### src/design/srlc_defs.vh
/*
 Constants for the strap, reset and LED configuration block.
 Assumes a 100 MHz system clock and AXI4-Lite register access.
*/
`ifndef SRLC_DEFS_VH
`define SRLC_DEFS_VH
`define SRLC_CLK_HZ 100000000
`define SRLC_RESET_MS 1
`define SRLC_RESET_CYC ((`SRLC_CLK_HZ / 1000) * `SRLC_RESET_MS + 1)
`define SRLC_BLINK_HZ 20
`define SRLC_BLINK_HALF_CYC (`SRLC_CLK_HZ / (2 * `SRLC_BLINK_HZ))
`define SRLC_OFS_BASIC 8'h00
`define SRLC_OFS_CODING 8'h04
`define SRLC_OFS_STRAP 8'h08
`define SRLC_OFS_STATUS 8'h0c
`define SRLC_BIT_LOOPBACK 14
`define SRLC_BIT_AUTONEG 12
`define SRLC_BIT_MLT3_BYP 1
`define SRLC_BIT_STRAP_DUPCOL 4
`define SRLC_BIT_STRAP_SPEED 3
`define SRLC_BIT_ADV_LO 0
`define SRLC_RESP_OKAY 2'b00
`define SRLC_RESP_SLVERR 2'b10
`endif

### src/design/srlc_top.v
/*
 Strap latching, reset sequencing and LED drive of a 10/100 transceiver,
 with AXI4-Lite access to the control, coding, strap and status words.
 Assumes pins and the management clock are asynchronous to I_CLK_SYS and
 that the board drives the LED pins with pull resistors while we release.
*/
// The AXI4-Lite interface to the registers and the register addresses were chosen for this implementation.
// Notes on behaviour
// - In half duplex a collision blinks the duplex/collision LED at 20 Hz.
// - At reset the duplex/collision LED pin level is stored in strap bit 4.
// - The 100 Mb/s LED is lit steadily while the link speed is 100 Mb/s.
// - At reset the 100 Mb/s LED pin level is stored in strap bit 3.
// - With autonegotiation on, straps A and B select the advertised modes.
// - With autonegotiation off, strap A high bypasses MLT-3 and sets bit 1.
// - With autonegotiation off, strap B high sets loopback bit 14.
// - The device resets itself at power-up whatever the reset input does.
// - Reset completes only after over 1 ms and one management clock edge.
// - Reset-done is low while reset is pending and high once usable.
`timescale 1ns/1ns
`default_nettype none
`include "srlc_defs.vh"
module srlc_top #(
   parameter RESET_CYC = `SRLC_RESET_CYC,
   parameter BLINK_HALF_CYC = `SRLC_BLINK_HALF_CYC
) (
   input wire I_CLK_SYS,
   input wire I_RST,
   input wire I_RESET_N,
   input wire I_MDC,
   input wire I_STRAP_CONFIG_A,
   input wire I_STRAP_CONFIG_B,
   input wire I_AUTONEG_STRAP,
   input wire I_INTERFACE_SELECT_STRAP,
   input wire I_LINK_UP,
   input wire I_SPEED_100,
   input wire I_FULL_DUPLEX,
   input wire I_COLLISION,
   input wire I_LED_DUPCOL,
   input wire I_LED_SPEED,
   output reg O_LED_DUPCOL,
   output reg O_LED_DUPCOL_OE,
   output reg O_LED_SPEED,
   output reg O_LED_SPEED_OE,
   output reg O_RESET_DONE,
   output reg O_MLT3_BYPASS,
   output reg O_LOOPBACK,
   output reg O_AUTONEG_EN,
   output reg [1:0] O_ADVERTISE_SEL,
   output reg O_REDUCED_IF,
   input wire [31:0] S_AXI_AWADDR,
   input wire S_AXI_AWVALID,
   output reg S_AXI_AWREADY,
   input wire [31:0] S_AXI_WDATA,
   input wire [3:0] S_AXI_WSTRB,
   input wire S_AXI_WVALID,
   output reg S_AXI_WREADY,
   output reg [1:0] S_AXI_BRESP,
   output reg S_AXI_BVALID,
   input wire S_AXI_BREADY,
   input wire [31:0] S_AXI_ARADDR,
   input wire S_AXI_ARVALID,
   output reg S_AXI_ARREADY,
   output reg [31:0] S_AXI_RDATA,
   output reg [1:0] S_AXI_RRESP,
   output reg S_AXI_RVALID,
   input wire S_AXI_RREADY
);
   localparam NSYNC = 9;
   localparam ST_RESET = 2'b00;
   localparam ST_WAIT_MDC = 2'b01;
   localparam ST_LATCH = 2'b10;
   localparam ST_READY = 2'b11;

   function known_offset;
      input [7:0] ofs;
      begin
         known_offset = (ofs == `SRLC_OFS_BASIC) ||
            (ofs == `SRLC_OFS_CODING) || (ofs == `SRLC_OFS_STRAP) ||
            (ofs == `SRLC_OFS_STATUS);
      end
   endfunction

   // Three-stage synchronisers; a change counts when stages 2 and 3 agree.
   wire [NSYNC-1:0] pin_raw;
   reg [NSYNC-1:0] s1_q;
   reg [NSYNC-1:0] s2_q;
   reg [NSYNC-1:0] s3_q;
   reg [NSYNC-1:0] pin_q;
   assign pin_raw = {I_RESET_N, I_MDC, I_STRAP_CONFIG_A, I_STRAP_CONFIG_B,
      I_AUTONEG_STRAP, I_INTERFACE_SELECT_STRAP, I_LED_DUPCOL, I_LED_SPEED,
      I_COLLISION};
   genvar g;
   generate
      for (g = 0; g < NSYNC; g = g + 1) begin : g_sync
         always @(posedge I_CLK_SYS or posedge I_RST) begin
            if (I_RST) begin
               s1_q[g] <= 1'b0;
               s2_q[g] <= 1'b0;
               s3_q[g] <= 1'b0;
               pin_q[g] <= 1'b0;
            end else begin
               s1_q[g] <= pin_raw[g];
               s2_q[g] <= s1_q[g];
               s3_q[g] <= s2_q[g];
               if (s2_q[g] == s3_q[g]) begin
                  pin_q[g] <= s3_q[g];
               end
            end
         end
      end
   endgenerate
   wire rst_n_s = pin_q[8];
   wire mdc_s = pin_q[7];
   wire cfg_a_s = pin_q[6];
   wire cfg_b_s = pin_q[5];
   wire an_s = pin_q[4];
   wire ifsel_s = pin_q[3];
   wire led_dupcol_s = pin_q[2];
   wire led_speed_s = pin_q[1];
   wire col_s = pin_q[0];

   // Reset sequencer. I_RST acts as power-up, which needs no reset pin.
   reg [1:0] state_q;
   reg [31:0] cnt_q;
   reg mdc_prev_q;
   reg mdc_seen_q;
   reg [31:0] low_cnt_q;
   reg [15:0] basic_q;
   reg [15:0] coding_q;
   reg [15:0] strap_q;
   // A reset pin pulse shorter than the hold time is ignored; one held
   // long enough restarts the sequence, which then needs a new MDC edge.
   wire mdc_edge = mdc_s != mdc_prev_q;
   wire ext_reset = low_cnt_q >= RESET_CYC - 1;
   always @(posedge I_CLK_SYS or posedge I_RST) begin
      if (I_RST) begin
         state_q <= ST_RESET;
         cnt_q <= 32'h0;
         mdc_prev_q <= 1'b0;
         mdc_seen_q <= 1'b0;
         low_cnt_q <= 32'h0;
      end else begin
         // The MDC edge detector tracks the pin through ST_RESET, so a clock
         // that rests high at power-up does not count as the transition.
         mdc_prev_q <= mdc_s;
         if (!rst_n_s) begin
            if (!ext_reset) begin
               low_cnt_q <= low_cnt_q + 32'h1;
            end
         end else begin
            low_cnt_q <= 32'h0;
         end
         if (!rst_n_s && ext_reset) begin
            state_q <= ST_RESET;
            cnt_q <= 32'h0;
            mdc_seen_q <= 1'b0;
         end else begin
            case (state_q)
               ST_RESET: begin
                  if (rst_n_s) begin
                     state_q <= ST_WAIT_MDC;
                  end
               end
               ST_WAIT_MDC: begin
                  if (mdc_edge) begin
                     mdc_seen_q <= 1'b1;
                  end
                  if (cnt_q < RESET_CYC) begin
                     cnt_q <= cnt_q + 32'h1;
                  end
                  if (cnt_q >= RESET_CYC && (mdc_seen_q || mdc_edge)) begin
                     state_q <= ST_LATCH;
                  end
               end
               ST_LATCH: begin
                  state_q <= ST_READY;
               end
               ST_READY: begin
                  state_q <= ST_READY;
               end
               default: begin
                  state_q <= ST_RESET;
               end
            endcase
         end
      end
   end

   // Strap capture and register file, plus the AXI4-Lite slave.
   reg aw_q;
   reg w_q;
   reg [7:0] awaddr_q;
   reg [31:0] wdata_q;
   reg [3:0] wstrb_q;
   reg [15:0] wr_val;
   reg [15:0] cur_val;
   // Lanes 0 and 1 merge into the current word; the upper lanes have no
   // storage behind them and are dropped.
   always @* begin
      case (awaddr_q)
         `SRLC_OFS_BASIC: cur_val = basic_q;
         `SRLC_OFS_CODING: cur_val = coding_q;
         default: cur_val = 16'h0;
      endcase
      wr_val = cur_val;
      if (wstrb_q[0]) begin
         wr_val[7:0] = wdata_q[7:0];
      end
      if (wstrb_q[1]) begin
         wr_val[15:8] = wdata_q[15:8];
      end
   end
   // Writes to known offsets that finish before READY are answered OKAY and dropped, so
   // software cannot disturb words whose straps are not latched yet.
   wire ready = state_q == ST_READY;
   always @(posedge I_CLK_SYS or posedge I_RST) begin
      if (I_RST) begin
         basic_q <= 16'h0;
         coding_q <= 16'h0;
         strap_q <= 16'h0;
         aw_q <= 1'b0;
         w_q <= 1'b0;
         awaddr_q <= 8'h0;
         wdata_q <= 32'h0;
         wstrb_q <= 4'h0;
         S_AXI_AWREADY <= 1'b0;
         S_AXI_WREADY <= 1'b0;
         S_AXI_BVALID <= 1'b0;
         S_AXI_BRESP <= `SRLC_RESP_OKAY;
         S_AXI_ARREADY <= 1'b0;
         S_AXI_RVALID <= 1'b0;
         S_AXI_RDATA <= 32'h0;
         S_AXI_RRESP <= `SRLC_RESP_OKAY;
      end else begin
         if (state_q == ST_LATCH) begin
            strap_q <= 16'h0;
            strap_q[`SRLC_BIT_STRAP_DUPCOL] <= led_dupcol_s;
            strap_q[`SRLC_BIT_STRAP_SPEED] <= led_speed_s;
            basic_q <= 16'h0;
            basic_q[`SRLC_BIT_AUTONEG] <= an_s;
            coding_q <= 16'h0;
            if (!an_s) begin
               basic_q[`SRLC_BIT_LOOPBACK] <= cfg_b_s;
               coding_q[`SRLC_BIT_MLT3_BYP] <= cfg_a_s;
            end
         end
         // Each ready pulses once per request and stays low while an
         // accepted word waits for its answer: one write at a time.
         S_AXI_AWREADY <= !aw_q && !S_AXI_AWREADY && S_AXI_AWVALID;
         S_AXI_WREADY <= !w_q && !S_AXI_WREADY && S_AXI_WVALID;
         if (S_AXI_AWREADY && S_AXI_AWVALID) begin
            aw_q <= 1'b1;
            awaddr_q <= S_AXI_AWADDR[7:0];
         end
         if (S_AXI_WREADY && S_AXI_WVALID) begin
            w_q <= 1'b1;
            wdata_q <= S_AXI_WDATA;
            wstrb_q <= S_AXI_WSTRB;
         end
         if (aw_q && w_q && !S_AXI_BVALID) begin
            S_AXI_BVALID <= 1'b1;
            S_AXI_BRESP <= known_offset(awaddr_q) ? `SRLC_RESP_OKAY :
               `SRLC_RESP_SLVERR;
            if (ready && awaddr_q == `SRLC_OFS_BASIC) begin
               basic_q <= wr_val;
            end
            if (ready && awaddr_q == `SRLC_OFS_CODING) begin
               coding_q <= wr_val;
            end
         end
         if (S_AXI_BVALID && S_AXI_BREADY) begin
            S_AXI_BVALID <= 1'b0;
            aw_q <= 1'b0;
            w_q <= 1'b0;
         end
         // Read data is registered with its response; the status word
         // packs the live A, B and interface straps, the link inputs and the sequencer state.
         S_AXI_ARREADY <= !S_AXI_ARREADY && !S_AXI_RVALID && S_AXI_ARVALID;
         if (S_AXI_ARREADY && S_AXI_ARVALID) begin
            S_AXI_RVALID <= 1'b1;
            S_AXI_RRESP <= known_offset(S_AXI_ARADDR[7:0]) ?
               `SRLC_RESP_OKAY : `SRLC_RESP_SLVERR;
            case (S_AXI_ARADDR[7:0])
               `SRLC_OFS_BASIC: S_AXI_RDATA <= {16'h0, basic_q};
               `SRLC_OFS_CODING: S_AXI_RDATA <= {16'h0, coding_q};
               `SRLC_OFS_STRAP: S_AXI_RDATA <= {16'h0, strap_q};
               `SRLC_OFS_STATUS: S_AXI_RDATA <= {24'h0, cfg_a_s, cfg_b_s,
                  ifsel_s, I_FULL_DUPLEX, I_SPEED_100, I_LINK_UP,
                  state_q};
               default: S_AXI_RDATA <= 32'h0;
            endcase
         end else if (S_AXI_RVALID && S_AXI_RREADY) begin
            S_AXI_RVALID <= 1'b0;
         end
      end
   end

   // Collision blink; LED pins are released until straps are latched.
   reg [31:0] blink_cnt_q;
   reg blink_q;
   wire blink_on = !I_FULL_DUPLEX && col_s;
   always @(posedge I_CLK_SYS or posedge I_RST) begin
      if (I_RST) begin
         blink_cnt_q <= 32'h0;
         blink_q <= 1'b0;
         O_LED_DUPCOL <= 1'b0;
         O_LED_DUPCOL_OE <= 1'b0;
         O_LED_SPEED <= 1'b0;
         O_LED_SPEED_OE <= 1'b0;
         O_RESET_DONE <= 1'b0;
         O_MLT3_BYPASS <= 1'b0;
         O_LOOPBACK <= 1'b0;
         O_AUTONEG_EN <= 1'b0;
         O_ADVERTISE_SEL <= 2'b00;
         O_REDUCED_IF <= 1'b0;
      end else begin
         // The blink counter restarts with each collision, so the first
         // flash comes one half period after the collision is seen.
         if (!blink_on) begin
            blink_cnt_q <= 32'h0;
            blink_q <= 1'b0;
         end else if (blink_cnt_q >= BLINK_HALF_CYC - 1) begin
            blink_cnt_q <= 32'h0;
            blink_q <= !blink_q;
         end else begin
            blink_cnt_q <= blink_cnt_q + 32'h1;
         end
         // LED pins stay released until READY, so the strap resistors set
         // the levels that ST_LATCH takes in.
         O_LED_DUPCOL_OE <= ready;
         O_LED_SPEED_OE <= ready;
         O_LED_DUPCOL <= I_FULL_DUPLEX || (blink_on && blink_q);
         O_LED_SPEED <= I_LINK_UP && I_SPEED_100;
         O_RESET_DONE <= ready;
         O_MLT3_BYPASS <= coding_q[`SRLC_BIT_MLT3_BYP];
         O_LOOPBACK <= basic_q[`SRLC_BIT_LOOPBACK];
         O_AUTONEG_EN <= basic_q[`SRLC_BIT_AUTONEG];
         O_ADVERTISE_SEL <= basic_q[`SRLC_BIT_AUTONEG] ?
            {cfg_b_s, cfg_a_s} : 2'b00;
         O_REDUCED_IF <= ifsel_s;
      end
   end
endmodule // srlc_top
`default_nettype wire

### config.mk
export PLATFORM = sky130hd
export DESIGN_NAME = srlc_top
export DESIGN_NICKNAME = d
export VERILOG_FILES = /design/src/design/srlc_top.v
export VERILOG_INCLUDE_DIRS = /design/src /design/src/design
export SDC_FILE = /design/constraint.sdc
export NUM_CORES = 1
export LEC_CHECK = 0
export BUFFER_PORTS_ARGS = -buffer_cell sky130_fd_sc_hd__buf_2
export CORE_ASPECT_RATIO = 1.5
export CORE_MARGIN = 1.5
export CORE_UTILIZATION = 50
export CTS_CLUSTER_SIZE = 16
export DETAILED_ROUTE_END_ITERATION = 10
export HOLD_SLACK_MARGIN = 0.15
export PLACE_DENSITY = 0.75
export REMOVE_ABC_BUFFERS = 1
export SLEW_MARGIN = 20
export SYNTH_ARGS = -nofsm -noshare
export SYNTH_HDL_FRONTEND = slang
export SYNTH_SLANG_ARGS = --single-unit
export TNS_END_PERCENT = 20
### constraint.sdc
create_clock -name I_CLK_SYS -period 8.4 [get_ports I_CLK_SYS]
set_clock_uncertainty 0.15 [all_clocks]
set_input_delay 2.1 -clock I_CLK_SYS [delete_from_list [all_inputs] [get_ports I_CLK_SYS]]
set_output_delay 2.1 -clock I_CLK_SYS [all_outputs]
set_load 0.02 [all_outputs]
### After elaboration in Yosys (flattened, before gate mapping)

Cells that the tools add are included.

* multiplexer cells: 39
* equal/unequal tests: 23
* reduce and logical (&&, ||, !) cells: 52
* magnitude comparators: 4
* add/subtract/negate cells: 3

Operators with widths (count)
* 32-bit 2-to-1 mux: 7
* 32-bit by 1-bit adder with 32-bit output, second input constant: 3
* 16-bit 2-to-1 mux: 6
* 32-bit by 17-bit >= comparator with 1-bit output, second input constant: 2
* 16-bit case mux with 4 select lines: 1
* 8-bit by 4-bit == test with 1-bit output, second input constant: 4
* 32-bit by 22-bit >= comparator with 1-bit output, second input constant: 1
* 32-bit by 17-bit less-than comparator with 1-bit output, second input constant: 1
* 16-bit case mux with 2 select lines: 1
* 1-bit logical AND: 20
* 8-bit by 3-bit == test with 1-bit output, second input constant: 2
* 8-bit zero test: 2
* 8-bit 2-to-1 mux: 2
* 1-bit 2-to-1 mux: 15
* 2-bit nonzero test: 7
* 2-bit 2-to-1 mux: 6
* 1-bit zero test: 10
* 1-bit == test: 9
* 1-bit logical OR: 8
* 3-bit inequality test, second input constant: 2
* 2-bit case mux with 3 select lines: 1
* 2-bit AND reduction: 3
* 2-bit == test, second input constant: 2
* 2-bit by 1-bit == test with 1-bit output, second input constant: 1
* other kinds (5): 5

* bits in registers: 249
* word-level logic and storage cells: 188
* bits of input ports: 119

### Longest topological paths before layout

* depth in word-level cells: 6
* gate-level depth with buffers: 7
* depth with buffers taken out: 6

### Worst setup path after synthesis

No wires, ideal clock.

* kind: input to register
* start point: in S_AXI_ARADDR[2]
* end point: reg S_AXI_RDATA[0]
* slack: 4.754 ns
* path buffers: 2
* arrival time: 3.366 ns
* required time: 8.121 ns
* stages on the path: 6
* cell sequence: clkbuf_1 > clkbuf_1 > mux2i_1 > nor2_1 > a21oi_1 > o21ai_0

* longest elaborated chain between the ends: 2

RTL lines
* from (decl): line srlc_top.v:60 `input wire [31:0] S_AXI_ARADDR,`
* 8-bit by 4-bit == test with 1-bit output, or another cell as far along: line srlc_top.v:283 `case (S_AXI_ARADDR[7:0])`
* 16-bit case mux with 4 select lines *: line srlc_top.v:283
* to (signal assigned): line srlc_top.v:284 `` `SRLC_OFS_BASIC: S_AXI_RDATA <= {16'h0, basic_q}; ``
* to (signal assigned): line srlc_top.v:285 `` `SRLC_OFS_CODING: S_AXI_RDATA <= {16'h0, coding_q}; ``
* to (signal assigned): line srlc_top.v:286 `` `SRLC_OFS_STRAP: S_AXI_RDATA <= {16'h0, strap_q}; ``
* to (decl): line srlc_top.v:63 `output reg [31:0] S_AXI_RDATA,`

Every way passes the cells marked *; elsewhere a longest branch is shown, timed or not.
A chain may end at the register's enable or synchronous reset.

### Worst setup path after layout

* start point: reg S_AXI_AWREADY
* end point: out S_AXI_AWREADY

RTL lines
* from (decl): line srlc_top.v:52 `output reg S_AXI_AWREADY,`
* from (signal assigned): line srlc_top.v:249 `S_AXI_AWREADY <= !aw_q && !S_AXI_AWREADY && S_AXI_AWVALID;`

No word-level cell between the ends.

==> out/results.ini <==
[synthesis]
ys_warn_count = 0
syn_area_sq_um = 9700
yosys.area.top_type = dfrtp_1
yosys.area.top_type_share_pct = 59.6
synth_cell_types = 54
synth_seq_cells = 231
synth-seq-area-share_pct = 59.6
synth.area.top_cells = dfrtp_1 60%, mux2_2 5.5%, o21ai_0 3.0%, nand3_1 2.8%, nor2_1 2.1%
synthFlopType = dfrtp_1
avgSynthCellArea_sq_um = 11.4
synth_cells = 852
synthArstFlopShare_pct = 100
synth_edf_count = 0

[job]
max_cap_viol_count = 0

[sta]
fmax_mhz = 299
period_share_pct = 39.8
finalSetupViolCount = 0
maxSlewViolCount = 0
setup_tns_ns = 0
holdWs_ns = 0.194
hold_viol_final = 0
min_period_ns = 3.34
tightest_slew_ns = 1.01
rsz0062_at_grt = false
maxSlewHeadroom_pct = 32.8

[route]
routed_via_density = 5.39
ant_nets = 0
wirelength_um = 18200
drc = 0
wl_per_cell_um = 15.0
drt_iter0_markers = 324
dr.pass1.iters = 4
vias = 6526

[global_route]
gr-usage-met2_pct = 32.9
use_met1_pct = 23.5
first_global_vias = 6503
top_usage_layer = met2
antenna_found_initial = 0
track_usage_pct = 18.7
grt_pass1_wl_um = 30900
grtUsageMet3_pct = 2.76
grt_max_degree = 100
gr-total-overflow = 0

[setup_path]
crit_arrival_ns = 1.09
cpMaxStageDelayCell = dfrtp_1
start_kind = flop
end_kind = primary output
worstPathRequired_ns = 6.15
critical_path.max_stage_delay_ns = 0.42
setup.worst_path.class = flop to primary output
path_buf_inv = 1
cp_max_fo = 4
critical_path.top_delay_family = flip-flops
worstPathCellList = buf_2

[cts]
clk_pin_slew_ns = 0.06
cts_resized = 0
cts_setup_buffers = 0
cts_tree = yes
clock-sinks = 231
cts_buffers = 23
clockRootBuffer = clkbuf_16
holdBufCountCts = 0
cts_max_path_buffers = 3
clkLatencyLatePin_ns = 0.50
htreeDepth = 1

[pwr]
p_per_area_nw_per_um2 = 262
ir_worst_vdd_mv = 0.146
leakagePower_nw = 5.01

[floorplan]
die_w_um = 117
core.rowCount = 62
io_pins = 171
core_sq_um = 19100
die_h_um = 174
die_area_sq_um = 20300
start_util_pct = 50.9

[hold_path]
hp-class = flop to flop

[finish]
post-route-util_pct = 58.6
final_cell_count_no_fill = 1211
nFillCells = 1603
nets = 1064
antenna_cells = 0
area_growth_pct = 15.3
final_common_cell = dfrtp_1
fin_area_sq_um = 11200
drive_above_1_share_pct = 19.8
final_cell_mix = 231 x dfrtp_1, 86 x buf_2, 58 x o21ai_0

[place]
dp.cells = 1170
gp_congestion = 0.824
io_buffers = 86
place_area_sq_um = 10300
dpl.hpwl_um = 12100

[run_status]
status = finished, final reports clean

-- cell type report --
cell class | instances | area [sq um] | area share (%)
Timing Repair Buffer | 92 | 475 | 4.25
Multi-Input combinational cell | 569 | 3660 | 32.7
Inverter | 22 | 90.1 | 0.805
Clock inverter | 12 | 218 | 1.95
Tap cell | 256 | 320 | 2.86
Sequential cell | 231 | 5780 | 51.7
Clock buffer | 29 | 648 | 5.79
-- routing by layer --
metal,wire length (um),share of wire (%)
met5,0,0
met4,399,2.2
met3,679,3.7
met2,9370,52
met1,7710,42
-- flip-flops by register name, indices dropped and copies added, names as in the netlist, 16 cells and up --
name and cells:
blink_cnt_q 32, basic_q 16, S_AXI_RDATA 16, low_cnt_q 32, wdata_q 16, cnt_q 32, coding_q 16
-- where the power goes --
group / switching [W] / internal, W / total [W]
clock: 0.000414 / 0.000730 / 0.00114
sequential: 0.000127 / 0.00125 / 0.00137
combinational: 0.000222 / 0.000187 / 0.000409
total: 0.000763 / 0.00216 / 0.00293
-- final timing paths --
kind / end / depth (start not counted) / slack, ns / startpoint
max: S_AXI_AWREADY / 1 / 5.06 / S_AXI_AWREADY
max in group asynchronous: low_cnt_q[15] / 3 / 5.32 / I_RST
min reg2reg: s2_q[6] / 0 / 0.19 / s1_q[6]
min in group asynchronous: s1_q[1] / 2 / 1.50 / I_RST
min: s2_q[6] / 0 / 0.19 / s1_q[6]
max reg2reg: cnt_q[10] / 5 / 5.63 / cnt_q[12]
-- metrics by stage --
step                worst slack (ns)  power (W)
floorplan                     -0.183    0.00166
global placement                4.59    0.00179
detailed placement              4.61    0.00181
CTS                             5.05    0.00296
global route                    4.99    0.00308
finish                          5.06    0.00293
-- cell families after synthesis --
family,synth area share (%)
xor+xnor,2.26
mux,7.77
simple gates,15.2
fa+ha+maj,1.70
buf+inv,3.86
other cells,0.0386
flops,59.6
compound gates,9.63
-- synthesized netlist by cell type, drive strengths merged, types with 4 or more instances --
| master | count |
|---|---|
| xnor2 | 17 |
| clkbuf | 30 |
| nor2 | 54 |
| mux2 | 47 |
| o31ai | 8 |
| or3 | 11 |
| nand3 | 55 |
| nand2b | 5 |
| inv | 22 |
| nand3b | 4 |
| ha | 6 |
| xor2 | 8 |
| nand4 | 11 |
| mux2i | 18 |
| a21oi | 40 |
| a22oi | 16 |
| dfrtp | 231 |
| nor2b | 18 |
| maj3 | 9 |
| and3 | 5 |
| buf | 27 |
| nor3b | 6 |
| or2 | 4 |
| o21ai | 60 |
| nor3 | 8 |
| or4 | 13 |
| nand2 | 46 |
| a2111oi | 5 |
| and2 | 21 |
| nor4 | 15 |
| a21o | 6 |
Note: power is estimated with default switching activity, not from simulation.
